$ cat src/rtl/sfpi_pkg.sv
// Constants and types for the serial flash pin interface
package sfpi_pkg;
  localparam int unsigned sfpi_clock_mhz = 25;
  localparam logic [2:0] sfpi_bit_count_reset = 3'h0;
  localparam logic [2:0] sfpi_last_bit = 3'h7;
  localparam logic [7:0] sfpi_byte_reset = 8'h00;
  localparam int unsigned sfpi_sector_count = 8;
  localparam int unsigned sfpi_sector_width = 3;
  localparam logic [7:0] sfpi_prot_reset = 8'h00;
  typedef enum logic [1:0] {
    sfpi_idle = 2'b00,
    sfpi_active = 2'b01,
    sfpi_busy = 2'b10,
    sfpi_reset = 2'b11
  } sfpi_state_e;
  typedef enum logic [2:0] {
    sfpi_op_none = 3'b000,
    sfpi_op_program = 3'b001,
    sfpi_op_erase = 3'b010,
    sfpi_op_prot_write = 3'b011,
    sfpi_op_prot_arm = 3'b100,
    sfpi_op_lockdown = 3'b101
  } sfpi_op_e;
endpackage

$ cat src/rtl/sfpi_sync.sv
// Two flip-flop synchroniser for pin inputs
`timescale 1ns/1ps
module sfpi_sync #(
  parameter int unsigned width = 1,
  parameter logic [width-1:0] init = '0
) (
  input wire logic clock,
  input wire logic srst,
  input wire logic [width-1:0] din,
  output logic [width-1:0] dout
);
  logic [width-1:0] stage1;
  always_ff @(posedge clock)
  begin
    if (srst)
    begin
      stage1 <= init;
      dout <= init;
    end
    else
    begin
      stage1 <= din;
      dout <= stage1;
    end
  end
endmodule

$ cat src/rtl/sfpi_core.sv
// Serial flash pin interface: framing, shifting, write-protect gating
`timescale 1ns/1ps
// Contract
// - Chip select fall starts a command
// - Chip select rise ends command framing
// - Busy cycle delays standby until done
// - Input bits captured on clock rise
// - Output bits shifted on clock fall
// - Deselected input activity is ignored
// - Deselected output stays high impedance
// - Write-protect low blocks flagged sectors
// - Hardware and software protection independent
// - Write-protect low freezes protection register
// - Arm and lockdown still accepted
// - Reset low aborts and holds the reset state
module sfpi_core
(
  input wire logic clock,
  input wire logic srst,
  input wire logic cs_n,
  input wire logic sck,
  input wire logic si,
  input wire logic wp_n,
  input wire logic reset_n,
  output logic so_out,
  output logic so_oe_n,
  output logic [7:0] rx_byte,
  output logic rx_valid,
  output logic frame_start,
  output logic frame_end,
  input wire logic [7:0] tx_byte,
  output logic tx_load,
  input wire logic [2:0] op_kind,
  input wire logic [2:0] op_sector,
  input wire logic [7:0] op_prot_data,
  input wire logic op_valid,
  input wire logic soft_prot_armed,
  input wire logic busy_done,
  output logic op_accept,
  output logic op_reject,
  output logic [7:0] prot_reg,
  output logic standby,
  output logic busy
);
  import sfpi_pkg::*;

  // ****************************************
  // Pin synchronisers
  // ****************************************
  logic [4:0] pins_sync;
  sfpi_sync #(.width(5), .init(5'h13)) u_sync (
    .clock(clock),
    .srst(srst),
    .din({cs_n, sck, si, wp_n, reset_n}),
    .dout(pins_sync)
  );
  wire cs_n_s = pins_sync[4];
  wire sck_s = pins_sync[3];
  wire si_s = pins_sync[2];
  wire wp_n_s = pins_sync[1];
  wire reset_n_s = pins_sync[0];

  logic cs_n_d;
  logic sck_d;
  always_ff @(posedge clock)
  begin
    if (srst)
    begin
      cs_n_d <= 1'b1;
      sck_d <= 1'b0;
    end
    else
    begin
      cs_n_d <= cs_n_s;
      sck_d <= sck_s;
    end
  end

  // ****************************************
  // Edge decode
  // ****************************************
  wire hold_reset = srst | ~reset_n_s;
  wire cs_fall = cs_n_d & ~cs_n_s & reset_n_s;
  wire cs_rise = ~cs_n_d & cs_n_s;
  wire selected = ~cs_n_s & ~cs_n_d;
  wire sck_rise = ~sck_d & sck_s & selected;
  wire sck_fall = sck_d & ~sck_s & selected;

  // ****************************************
  // Framing state
  // ****************************************
  sfpi_state_e state;
  sfpi_state_e next_state;
  logic busy_pending;
  always_comb
  begin
    next_state = state;
    unique case (state)
      sfpi_reset: next_state = sfpi_idle;
      sfpi_idle: if (cs_fall) next_state = sfpi_active;
      sfpi_active:
        if (cs_rise) next_state = busy_pending ? sfpi_busy : sfpi_idle;
      sfpi_busy:
        if (busy_done) next_state = sfpi_idle;
    endcase
  end

  always_ff @(posedge clock)
  begin
    if (hold_reset)
      state <= sfpi_reset;
    else
      state <= next_state;
  end
  assign standby = (state == sfpi_idle) | (state == sfpi_reset);
  assign busy = (state == sfpi_busy);
  assign frame_start = cs_fall & (state == sfpi_idle);
  assign frame_end = cs_rise & (state == sfpi_active);

  // ****************************************
  // Receive shifter
  // ****************************************
  logic [2:0] bit_count;
  logic [7:0] rx_shift;
  wire [7:0] next_rx_shift = {rx_shift[6:0], si_s};
  wire byte_done = sck_rise & (bit_count == sfpi_last_bit) & (state == sfpi_active);
  always_ff @(posedge clock)
  begin
    if (hold_reset | cs_fall | cs_rise)
    begin
      bit_count <= sfpi_bit_count_reset;
      rx_shift <= sfpi_byte_reset;
    end
    else if (sck_rise && state == sfpi_active)
    begin
      bit_count <= bit_count + 3'h1;
      rx_shift <= next_rx_shift;
    end
  end
  always_ff @(posedge clock)
  begin
    if (hold_reset)
    begin
      rx_byte <= sfpi_byte_reset;
      rx_valid <= 1'b0;
    end
    else
    begin
      rx_valid <= byte_done;
      if (byte_done)
        rx_byte <= next_rx_shift;
    end
  end

  // ****************************************
  // Transmit shifter
  // ****************************************
  logic [7:0] tx_shift;
  logic [2:0] tx_count;
  // Next byte loads on the last fall of the current one
  wire tx_at_boundary = (tx_count == sfpi_last_bit);
  assign tx_load = sck_fall & tx_at_boundary & (state == sfpi_active);
  always_ff @(posedge clock)
  begin
    if (hold_reset | cs_fall)
    begin
      tx_shift <= sfpi_byte_reset;
      tx_count <= sfpi_bit_count_reset;
    end
    else if (sck_fall && state == sfpi_active)
    begin
      tx_shift <= tx_at_boundary ? tx_byte : {tx_shift[6:0], 1'b0};
      tx_count <= tx_count + 3'h1;
    end
  end
  always_ff @(posedge clock)
  begin
    if (hold_reset)
    begin
      so_out <= 1'b0;
      so_oe_n <= 1'b1;
    end
    else
    begin
      so_out <= tx_shift[7];
      so_oe_n <= ~(selected && state == sfpi_active);
    end
  end

  // ****************************************
  // Write-protect gating
  // ****************************************
  function automatic logic sector_flag(input logic [7:0] flags, input logic [2:0] idx);
    sector_flag = flags[idx];
  endfunction
  wire is_array_op = (op_kind == sfpi_op_program) | (op_kind == sfpi_op_erase);
  wire hw_block = ~wp_n_s & sector_flag(prot_reg, op_sector);
  wire sw_block = soft_prot_armed & sector_flag(prot_reg, op_sector);
  wire prot_frozen = ~wp_n_s & (op_kind == sfpi_op_prot_write);
  wire always_ok = (op_kind == sfpi_op_prot_arm) | (op_kind == sfpi_op_lockdown);
  wire blocked = ~always_ok & ((is_array_op & (hw_block | sw_block)) | prot_frozen);
  wire op_take = op_valid & (state == sfpi_active) & ~hold_reset;
  always_ff @(posedge clock)
  begin
    if (hold_reset)
    begin
      op_accept <= 1'b0;
      op_reject <= 1'b0;
      busy_pending <= 1'b0;
    end
    else
    begin
      op_accept <= op_take & ~blocked;
      op_reject <= op_take & blocked;
      if (cs_fall)
        busy_pending <= 1'b0;
      else if (op_take & ~blocked & is_array_op)
        busy_pending <= 1'b1;
    end
  end
  // Flags survive the reset pin so it cannot lift protection
  always_ff @(posedge clock)
  begin
    if (srst)
      prot_reg <= sfpi_prot_reset;
    else if (op_take & ~blocked & (op_kind == sfpi_op_prot_write))
      prot_reg <= op_prot_data;
  end

  // ****************************************
  // Checks
  // ****************************************
  a_hiz_deselect: assert property (@(posedge clock) disable iff (srst)
    cs_n_d & cs_n_s |=> so_oe_n) else $error("output driven while deselected");
  a_wp_blocks_sector: assert property (@(posedge clock) disable iff (srst)
    op_take & is_array_op & ~wp_n_s & sector_flag(prot_reg, op_sector) |=> op_reject
    & ~op_accept) else $error("protected sector not rejected");
  a_soft_blocks: assert property (@(posedge clock) disable iff (srst)
    op_take & is_array_op & soft_prot_armed & sector_flag(prot_reg, op_sector) |=> op_reject)
    else $error("armed protection ignored");
  a_prot_frozen: assert property (@(posedge clock) disable iff (srst)
    ~wp_n_s & ~hold_reset |=> prot_reg == $past(prot_reg))
    else $error("protection changed under wp");
  a_arm_accepted: assert property (@(posedge clock) disable iff (srst)
    op_take & always_ok |=> op_accept) else $error("arm or lockdown refused");
  a_busy_holds: assert property (@(posedge clock) disable iff (srst)
    busy & ~busy_done & reset_n_s |=> busy) else $error("left busy early");
  a_reset_idle: assert property (@(posedge clock) disable iff (srst)
    ~reset_n_s |=> state == sfpi_reset && !rx_valid) else $error("reset not held");
  a_no_shift_desel: assert property (@(posedge clock) disable iff (srst)
    cs_n_s & cs_n_d |=> bit_count == $past(bit_count) || bit_count == 3'h0)
    else $error("shift while deselected");
  a_clear_on_select: assert property (@(posedge clock) disable iff (srst)
    cs_fall |=> bit_count == 3'h0 && rx_shift == 8'h00) else $error("counter not cleared");
  a_frame_start: assert property (@(posedge clock) disable iff (srst)
    frame_start |=> state == sfpi_active) else $error("select fall missed");
endmodule

$ cat config.mk
export PLATFORM = sky130hd
export DESIGN_NAME = sfpi_core
export DESIGN_NICKNAME = d
export VERILOG_FILES = /design/src/rtl/sfpi_pkg.sv /design/src/rtl/sfpi_sync.sv /design/src/rtl/sfpi_core.sv
export SDC_FILE = /design/constraint.sdc
export NUM_CORES = 1
export LEC_CHECK = 0
export ABC_AREA = 1
export BUFFER_PORTS_ARGS = -buffer_cell sky130_fd_sc_hd__buf_2
export CORE_ASPECT_RATIO = 0.7
export CORE_MARGIN = 2
export CORE_UTILIZATION = 48
export DETAILED_ROUTE_END_ITERATION = 16
export PLACE_DENSITY = 0.86
export SLEW_MARGIN = 10
export SYNTH_ARGS = -nofsm -noshare
export SYNTH_HDL_FRONTEND = slang
export SYNTH_SLANG_ARGS = --single-unit
$ cat constraint.sdc
create_clock -name clock -period 1.5 [get_ports clock]
set_clock_uncertainty 0.05 [all_clocks]
set_input_delay 0 -clock clock [delete_from_list [all_inputs] [get_ports clock]]
set_output_delay 0 -clock clock [all_outputs]
set_load 0.1 [all_outputs]
==> flow_summary.ini, run 1 <==
[floorplan]
initial_utilization_pct = 50.3
core_area_mm2 = 0.00483
io_pins = 58
rows = 21
die_w_um = 89.1
die_y_um = 63.6
fp.dieArea_mm2 = 0.00566

[critical_path]
cp_slowest_cell = dfxtp_2
critPathKind = flop to output pin
worstPathRequired_ns = 1.45
r2r-end = prot_reg[0]
reg2regPathDepth = 9
crit_path_end_kind = output pin
critPathArrivalTime_ns = 1.45
critical_path.top_delay_family = buffers and inverters
path_buf_inv = 3
regToRegSetupSlack_ns = 0.05
cp_slowest_stage_delay_ns = 0.32
crit_chain = inv_2 > ha_4 > nand3_2 > inv_2 > nand3_4 > nor2_4 > buf_12
r2r_start = state[1]
crit_path_start_kind = flop
cp_max_fo = 4
crit_path_frequent_cell = inv_2

[synth]
ys_seq_elements = 57
synth_top_area_share_pct = 46.9
syn_area_per_cell_um2 = 7.85
synth_cell_types = 35
syn_nets = 349
synth-warning-count = 0
ys_seq_area_share_pct = 46.9
synth_edf_count = 0
synthTopCellsByArea = dfxtp_1, nand2_1, inv_1
ys_async_sr_fraction_pct = 0
yosys.area.top_type = dfxtp_1
ys.flop_type = dfxtp_1
syn_inst = 310
netlist_area_mm2 = 0.00243
ys_top_cells_by_count = dfxtp_1, nand2_1, inv_1

[sta]
setup_viol_count_final = 0
min_period_ns = 1.50
finalHoldViolations = 0
max_freq_mhz = 667
grt_setup_unrepaired = yes
tightestPinTransition_ns = 0.501
maxSlewViolCount = 0
max_slew_margin_pct = 66.9
post-route-period-util_pct = 99.9
whs_ns = 0.0223

[layout]
drive_above_1_share_pct = 36.6
n_fill_cell = 385
antenna_cells = 0
fin_nets = 448
final_util_pct = 71.8
area_growth_pct = 42.8

[clocking]
clock-root-buffer = clkbuf_8
htree_levels = 3
cts_tree = done
clk_latency_ns = 0.33
cts_max_path_buffers = 2
cts_sinks = 57
numCtsBuffers = 9
clk_pin_slew_worst_paths_ns = 0.06

[power_and_ir_drop]
power_w = 0.00351
pwr_density_cell_mw_per_mm2 = 1010
p_leak_nw = 1.59
vdd_drop_max_v = 0.000678

[route]
routedWlPerCell_um = 12.7
vias = 2368
drt.antenna.violating_nets = 0
drtIter0Drc = 137
wl_um = 6120
via_per_inst = 4.91
drcViolationCount = 0
dr.pass1.iters = 5

[placed_design]
portBuffers = 57
place.gp.congestion = 0.892
dpl.hpwl_um = 3940

[global_route]
grt-ovfl-total = 0
grt_use_total_pct = 23.0
grt_max_degree = 17
grt_pass1_wl_um = 9870
first_global_vias = 2220
antenna_found_initial = 0

[hold_path]
min_from = op_kind[1]
hold_class = primary input to flop
hold_depth = 4
hold_end = op_accept

[run]
cap_violations = 0

[outcome]
status = finished clean
## cell families (layout without fill, tap and decap cells)
group	count (synthesis)	after routing	share of synthesized area [%]
AOI/OAI and AO/OA	48	48	10.8
adders and majority gates	7	7	3.60
and+or+nand+nor	129	129	26.7
buffers and inverters	69	172	12.0
DFF	57	57	46.9
## per-stage QoR
step                std cells  TNS (ns)  setup slack, ns  area [µm²]
detailed placement        437   -0.0617          -0.0244        2930
finish                    482         0         0.000828        3470
global route              482    -0.306          -0.0871        3470
global placement          437         0           0.0721        2930
floorplan                 310    -0.540           -0.292        2490
CTS                       481         0          0.00355        3430
## worst max-delay path by stage
stage | from | to | slack, ns | depth (start not counted)
final | state[1] | tx_load | 0.0008 | 7
after global routing | state[1] | tx_load | -0.09 | 7
after CTS | state[1] | tx_load | 0.004 | 7
after detailed placement | state[1] | rx_shift[0] | -0.02 | 9
after global placement | state[1] | tx_shift[4] | 0.07 | 8
after floorplan | state[0] | frame_start | -0.29 | 4
## worst min-delay path, cell delays in order
cell     delay, ns
buf_2         0.09
nand2_2       0.08
nand3_2       0.12
a21oi_1       0.06
## layer usage
| metal | global-route usage (%) | share of wire, % |
|---|---|---|
| met3 | 6.95 | 5.8 |
| met1 | 27.5 | 41 |
| met2 | 37.7 | 51 |
| met4 | 10.4 | 2.2 |
| met5 | 0 | 0 |
## power breakdown
part	switching, W	leakage, nW	total (W)	internal (W)
logic	0.000325	1.02	0.000533	0.000208
clock network	0.000570	0.102	0.00141	0.000843
registers	0.0000162	0.466	0.00156	0.00154
## cell type report
type                    count  area, µm²  area share, %
well taps                  69       86.3           2.49
flip-flops and latches     57       1150           33.2
inverters                  61        235           6.77
multi-input cells         184       1090           31.4
repair buffers             96        712           20.5
clock inverters             3       40.0           1.15
clock buffers              12        155           4.47
## cell usage in the layout, fill, tap and decap left out, types with 2 or more instances in the layout
| cell | n |
|---|---|
| a21oi_1 | 13 |
| clkbuf_8 | 11 |
| a21oi_2 | 2 |
| dfxtp_1 | 47 |
| inv_1 | 45 |
| nor2_2 | 11 |
| o21ai_0 | 13 |
| nand3_1 | 14 |
| inv_2 | 12 |
| nand3_4 | 2 |
| o21ai_1 | 7 |
| or2_2 | 6 |
| o21ai_2 | 2 |
| a31oi_1 | 7 |
| ha_4 | 3 |
| buf_4 | 14 |
| inv_4 | 2 |
| nand4_1 | 8 |
| nor2_4 | 2 |
| dlygate4sd3_1 | 23 |
| clkinv_2 | 3 |
| dfxtp_2 | 10 |
| nor2_1 | 16 |
| nand2_1 | 57 |
| buf_2 | 53 |
| buf_12 | 5 |
| ha_1 | 4 |
| o211ai_1 | 2 |
| nand2_2 | 3 |
| nand3_2 | 4 |
## repair_timing
| action | in CTS | in global routing |
|---|---|---|
| endpoints found under the hold margin | 26 | 0 |
| resized for setup | 11 | 9 |
| endpoints found under the setup margin | 10 | 28 |
| hold buffers | 23 | 0 |
| pin swaps | 4 | 0 |
| buffers inserted | 6 | 1 |
Power figures use the tool's default switching activity.
==> run 2, diff against run 1 <==
--- a/config.mk
+++ b/config.mk
@@ -5,13 +5,13 @@
 export SDC_FILE = /design/constraint.sdc
 export NUM_CORES = 1
 export LEC_CHECK = 0
-export ABC_AREA = 1
+export ABC_AREA = 0
 export BUFFER_PORTS_ARGS = -buffer_cell sky130_fd_sc_hd__buf_2
 export CORE_ASPECT_RATIO = 0.7
 export CORE_MARGIN = 2
-export CORE_UTILIZATION = 48
+export CORE_UTILIZATION = 47
 export DETAILED_ROUTE_END_ITERATION = 16
-export PLACE_DENSITY = 0.86
+export PLACE_DENSITY = 0.85
 export SLEW_MARGIN = 10
 export SYNTH_ARGS = -nofsm -noshare
 export SYNTH_HDL_FRONTEND = slang
==> flow_summary.ini, run 2 <==
[layout]
drive_above_1_share_pct = 42.0
final_cells = 381
fin_nets = 358
antenna_cells = 0
n_fill_cell = 322
area_growth_pct = 47.2
final_cell_mix = buf_2, dfxtp_1, nor2_1
layout_commonest_cell = buf_2

[clocking]
clk_pin_slew_worst_paths_ns = 0.06
cts_sinks = 57
cts_max_path_buffers = 2
htree_levels = 3
clock-root-buffer = clkbuf_8
numCtsBuffers = 9
clk_latency_ns = 0.33
cts_tree = done

[power_and_ir_drop]
pwr_density_cell_mw_per_mm2 = 966
vdd_drop_max_v = 0.000590
p_leak_nw = 1.57

[synth]
netlist_area_mm2 = 0.00227
ys_async_sr_fraction_pct = 0
ys.flop_type = dfxtp_1
synthTopCellsByArea = dfxtp_1, mux2i_1, nor2_1
ys_seq_area_share_pct = 50.4
synth-warning-count = 0
synth_top_area_share_pct = 50.4
synth_edf_count = 0
yosysMostFrequentCell = dfxtp_1
syn_nets = 260
syn_area_per_cell_um2 = 10.3
synth_cell_types = 35
yosys.area.top_type = dfxtp_1
ys_top_cells_by_count = dfxtp_1, nor2_1, mux2i_1
syn_inst = 221
ys_seq_elements = 57

[placed_design]
place_inst = 340
place.gp.congestion = 0.806
portBuffers = 57
pre_cts_ws_ns = -0.154
dpl.hpwl_um = 3350

[floorplan]
die_y_um = 62.1
initial_utilization_pct = 48.2
die_w_um = 87.0
rows = 21
fp.dieArea_mm2 = 0.00540
io_pins = 58
core_area_mm2 = 0.00470

[critical_path]
crit_path_frequent_cell = buf_12
cp_max_fo = 2
crit_chain = inv_2 > ha_4 > nor3b_4 > and3b_2 > buf_12 > and2_4 > buf_12
crit_path_start_kind = flop
cp_slowest_cell = dfxtp_2
crit_path_end_kind = output pin
cp_slowest_stage_delay_ns = 0.32
critPathArrivalTime_ns = 1.68
worstPathRequired_ns = 1.45
critPathKind = flop to output pin

[global_route]
first_global_vias = 1869
antenna_found_initial = 0
grt-ovfl-total = 0
grt_use_total_pct = 20.2
grt_max_degree = 23
grt_pass1_wl_um = 8140

[route]
vias = 1898
drtIter0Drc = 78
via_per_inst = 4.98
wl_met3_um = 258
wl_met2_um = 2540
drcViolationCount = 0
top_layer_used = met4
routedWlPerCell_um = 13.5
met1Wirelength_um = 2250
drt.antenna.violating_nets = 0
dr.pass1.iters = 4
wl_um = 5150

[sta]
grt_setup_unrepaired = yes
setup_viol_count_final = 34
post-route-period-util_pct = 115
tightestPinTransition_ns = 0.534
max_freq_mhz = 578
maxSlewViolCount = 0
finalHoldViolations = 0
max_slew_margin_pct = 64.4
min_period_ns = 1.73
fin_ws_ns = -0.231

[outcome]
status = complete, but fails checks
violations = setup timing

[run]
cap_violations = 0

[hold_path]
hold_class = primary input to flop
[run 2: cell count changes in the layout (fill, tap and decap cells not counted), moves of 10 or more]
cell and delta:
nand2_1 -53, inv_2 -10, mux2i_1 +32, nor2_1 +25, o21ai_0 -11, inv_1 -41
nor2_2 -11, nand3_1 -12
[run 2: worst max-delay path: cells and delay by family (launching register included)]
kind | cells | cell delay [ns]
adders and majority gates | 1 | 0.13
buffers and inverters | 3 | 0.32
DFF | 1 | 0.32
and+or+nand+nor | 3 | 0.56
[run 2: worst paths after layout]
check / start / cells after the start / endpoint / slack, ns
max reg2reg: state[1] / 8 / prot_reg[5] / -0.15
min: op_sector[1] / 4 / busy_pending / 0.02
max: state[1] / 7 / tx_load / -0.23
min reg2reg: u_sync.stage1[4] / 1 / u_sync.dout[4] / 0.35
[run 2: metrics by stage]
step                      utilization (%)  power, W  setup TNS, ns  hold slack, ns  instance area [µm²]
final                                70.9   0.00322          -2.86          0.0186                 3340
after global routing                 70.9   0.00335          -5.53          0.0154                 3340
after detailed placement             59.5   0.00194          -3.38           0.139                 2800
after global placement               59.5   0.00193          -1.01           0.137                 2800
after floorplan                         -   0.00180         -0.318          0.0538                 2310
after CTS                            70.3   0.00324          -2.64        0.000809                 3310
[run 2: cells by family (layout without fill, tap and decap cells)]
kind of cell,count (synthesis),in the layout,share of synthesized area [%]
muxes,37,37,17.0
xor gates and xnor gates,3,3,1.16
adders and majority gates,7,7,3.87
buffers and inverters,16,119,3.42
DFF,57,57,50.4
AOI/OAI and AO/OA,21,21,6.63
and+or+nand+nor,80,80,17.6
[run 2: timing repair]
action,4_1_cts,5_1_grt
setup endpoints to repair,40,42
cloned,2,0
pin swaps,4,5
endpoints found under the hold margin,18,0
resized for setup,24,6
hold buffers,18,0
buffers inserted,6,1
[run 2: report_power, final]
part           switching, W  internal (W)  total [W]
Combinational      0.000244      0.000192   0.000435
Sequential        0.0000146       0.00153    0.00155
Clock              0.000551      0.000688    0.00124
[run 2: layout make-up]
class	instances	area, µm²	share of cell area (%)
Clock buffer	14	163	4.88
Clock inverter	2	12.5	0.375
Inverter	6	22.5	0.675
Multi-Input combinational cell	148	1160	34.8
Sequential cell	57	1160	34.9
Tap cell	57	71.3	2.14
Timing Repair Buffer	97	741	22.2
[run 2: metal layers]
metal,track usage (%),up-vias
met3,7.53,13
li1,-,948
met1,22.9,879
met5,0,-
met4,8.93,0
met2,34.9,58
==> run 3, diff against run 2 <==
--- a/config.mk
+++ b/config.mk
@@ -6,12 +6,12 @@
 export NUM_CORES = 1
 export LEC_CHECK = 0
 export ABC_AREA = 0
-export BUFFER_PORTS_ARGS = -buffer_cell sky130_fd_sc_hd__buf_2
 export CORE_ASPECT_RATIO = 0.7
-export CORE_MARGIN = 2
-export CORE_UTILIZATION = 47
+export CORE_UTILIZATION = 58
+export CTS_BUF_LIST = sky130_fd_sc_hd__clkbuf_2
 export DETAILED_ROUTE_END_ITERATION = 16
-export PLACE_DENSITY = 0.85
+export DONT_BUFFER_PORTS = 1
+export PLACE_DENSITY = 0.86
 export SLEW_MARGIN = 10
 export SYNTH_ARGS = -nofsm -noshare
 export SYNTH_HDL_FRONTEND = slang
==> flow_summary.ini, run 3 <==
[outcome]
status = aborted with a tool error
stop_stage = global routing (5_1_grt)
error = [ERROR DPL-0038] Utilization greater than 100%, impossible to legalize

[synth]
ys_top_cells_by_count = dfxtp_1, nor2_1, mux2i_1
synth_cell_types = 35
yosysMostFrequentCell = dfxtp_1
ys.flop_type = dfxtp_1
syn_inst = 221
yosys.area.top_type = dfxtp_1
syn_area_per_cell_um2 = 10.3
synth-warning-count = 0
ys_seq_area_share_pct = 50.4
synth_top_area_share_pct = 50.4
netlist_area_mm2 = 0.00227
synth_edf_count = 0
ys_async_sr_fraction_pct = 0
ys_seq_elements = 57
synthTopCellsByArea = dfxtp_1, mux2i_1, nor2_1
syn_nets = 260

[placed_design]
placed_area_mm2 = 0.00268
place.gp.congestion = 0.797
dpl.hpwl_um = 3220
portBuffers = 0

[clocking]
htree_levels = 3
clock-root-buffer = clkbuf_2
cts_max_path_buffers = 2
numCtsBuffers = 9
cts_sinks = 57

[floorplan]
die_w_um = 76.7
io_pins = 58
rows = 18
initial_utilization_pct = 62.5
die_y_um = 54.3

[sta]
grt-worst-endpoint = tx_load
worst_path_end_type = primary output

[global_route]
grt_max_degree = 24
## run 3: repair_timing
action                     CTS
hold endpoints to repair    57
setup endpoints to repair   42
hold buffers                31
gates cloned                 4
buffers inserted            11
pin swaps                   14
resized for setup           59
## run 3: kinds of logic after synthesis
logic type,count (synthesis),synth area share (%)
simple gates,80,17.6
fa+ha+maj,7,3.87
buf+inv,16,3.42
xor+xnor,3,1.16
compound gates,21,6.63
flops,57,50.4
mux,37,17.0
## run 3: metrics by stage
stage | setup slack (ns) | cells | TNS, ns
4_1_cts | -0.429 | 362 | -5.11
3_5_place_dp | -0.129 | 302 | -2.20
3_3_place_gp | -0.0318 | 302 | -0.407
2_1_floorplan | -0.117 | 221 | -0.318
==> run 4, diff against run 3 <==
--- a/config.mk
+++ b/config.mk
@@ -6,12 +6,10 @@
 export NUM_CORES = 1
 export LEC_CHECK = 0
 export ABC_AREA = 0
-export CORE_ASPECT_RATIO = 0.7
-export CORE_UTILIZATION = 58
-export CTS_BUF_LIST = sky130_fd_sc_hd__clkbuf_2
+export CORE_UTILIZATION = 40
 export DETAILED_ROUTE_END_ITERATION = 16
 export DONT_BUFFER_PORTS = 1
-export PLACE_DENSITY = 0.86
+export PLACE_DENSITY_LB_ADDON = 0.15
 export SLEW_MARGIN = 10
 export SYNTH_ARGS = -nofsm -noshare
 export SYNTH_HDL_FRONTEND = slang
==> constraint.sdc (replaced) <==
create_clock -name clock -period 1.95 [get_ports clock]
set_clock_uncertainty 0.05 [all_clocks]
set_input_delay 0 -clock clock [delete_from_list [all_inputs] [get_ports clock]]
set_output_delay 0 -clock clock [all_outputs]
set_load 0.1 [all_outputs]
==> flow_summary.ini, run 4 (synthesized netlist as in run 2, its figures left out) <==
[layout]
n_fill_cell = 508
postLayoutCellArea_mm2 = 0.00304
area_growth_pct = 34.2
antenna_cells = 0
final_util_pct = 55.6
fin_nets = 321
drive_above_1_share_pct = 21.8
layout_commonest_cell = dfxtp_1
final_cell_mix = dfxtp_1, nor2_1, mux2i_1

[critical_path]
reg2regPathDepth = 6
cp_slowest_cell = dfxtp_1
crit_path_start_kind = flop
cp_slowest_stage_delay_ns = 0.32
r2r_start = state[1]
r2r-end = prot_reg[0]
crit_chain = inv_2 > ha_4 > nor3b_4 > and3b_2 > buf_12 > and2_2 > buf_12
regToRegSetupSlack_ns = 0.21
crit_path_end_kind = output pin
worstPathRequired_ns = 1.90
cp-startpoint = state[1]
crit_path_frequent_cell = buf_12
cp_max_fo = 20
critPathKind = flop to output pin
critPathArrivalTime_ns = 1.83

[power_and_ir_drop]
power_w = 0.00241
clkPwrFrac_pct = 39.7
switchingPower_w = 0.000583
combPwrFrac_pct = 10.6
vdd_drop_max_v = 0.000382
p_sw_share_pct = 24.2
p_leak_nw = 1.40
p_int_w = 0.00183
pwr_density_cell_mw_per_mm2 = 793
power_frac_seq_pct = 49.7

[sta]
post-route-period-util_pct = 96.5
tightestPinTransition_ns = 0.721
max_slew_margin_pct = 51.9
setup_viol_count_final = 0
grt_setup_unrepaired = yes
finalHoldViolations = 0
maxSlewViolCount = 0
max_freq_mhz = 532
min_period_ns = 1.88

[hold_path]
hold_end = op_accept
min_from = op_kind[1]
hold_depth = 3
hold_class = primary input to flop

[placed_design]
place.gp.congestion = 0.728
dpl.hpwl_um = 2840
portBuffers = 0
placed_area_mm2 = 0.00256

[global_route]
grt_max_degree = 23
grt-ovfl-total = 0
antenna_found_initial = 0
grt_use_total_pct = 16.2
first_global_vias = 1563
grt_pass1_wl_um = 7310

[clocking]
htree_levels = 3
cts_max_path_buffers = 2
cts_tree = done
clock-root-buffer = clkbuf_8
clk_latency_ns = 0.32
cts_sinks = 57
numCtsBuffers = 9
clk_pin_slew_worst_paths_ns = 0.06

[route]
via_per_inst = 4.79
dr.pass1.iters = 4
drcViolationCount = 0
drt.antenna.violating_nets = 0
vias = 1706
drtIter0Drc = 36
routedWlPerCell_um = 12.3
wl_um = 4380

[floorplan]
die_w_um = 77.3
core_area_mm2 = 0.00547
die_y_um = 77.3
fp.dieArea_mm2 = 0.00597
initial_utilization_pct = 41.4
io_pins = 58
rows = 27

[run]
cap_violations = 0

[outcome]
status = finished clean
[run 4: per-layer routing]
metal / up-vias / wire [µm] / GRT usage [%]
li1: 873 / - / -
met1: 773 / 2110 / 20.8
met2: 50 / 1880 / 23.2
met3: 10 / 289 / 6.19
met4: 0 / 101 / 9.06
met5: - / 0 / 0
[run 4: layout make-up]
| type | instances | area, µm² | share of cell area (%) |
|---|---|---|---|
| Inverter | 6 | 22.5 | 0.741 |
| Tap cell | 72 | 90.1 | 2.96 |
| Timing Repair Buffer | 60 | 546 | 17.9 |
| Sequential cell | 57 | 1140 | 37.6 |
| Clock buffer | 13 | 169 | 5.56 |
| Multi-Input combinational cell | 148 | 1070 | 35.2 |
[run 4: worst max-delay path by stage]
stage,to,depth (start not counted)
finish,tx_load,7
global route,tx_load,7
CTS,tx_load,7
detailed placement,prot_reg[4],6
global placement,prot_reg[0],6
floorplan,state[0],6
[run 4: critical path: cells and delay by family (launching register included)]
| family | cells | cell delay, ns |
|---|---|---|
| adders and majority gates | 1 | 0.18 |
| and+or+nand+nor | 3 | 0.59 |
| DFF | 1 | 0.32 |
| buffers and inverters | 3 | 0.41 |
[run 4: timing repair]
action                                  CTS  global route
resized for setup                         4             3
endpoints found under the setup margin    1             3
cloned                                    0             0
endpoints found under the hold margin    35             0
hold buffers                             28             0
pin swaps                                 0             2
buffers inserted                          1             1
[run 4: power by group through the flow]
stage	Clock, W	Sequential, W	Combinational (W)
after CTS	0.000991	0.00120	0.000255
after detailed placement	0	0.00122	0.000197
after global routing	0.00104	0.00120	0.000275
final	0.000957	0.00120	0.000256
after global placement	0	0.00122	0.000198
after floorplan	0	0.00123	0.000151
[run 4: through the flow]
step | std cells | hold slack [ns] | TNS, ns | worst slack (ns)
after global routing | 356 | 0.0706 | -0.0144 | -0.0144
final | 356 | 0.000499 | 0 | 0.0689
after detailed placement | 314 | 0.0247 | 0 | 0.113
after CTS | 356 | 0.0136 | 0 | 0.0240
after global placement | 314 | 0.0243 | 0 | 0.149
after floorplan | 221 | 0.0538 | 0 | 0.0679
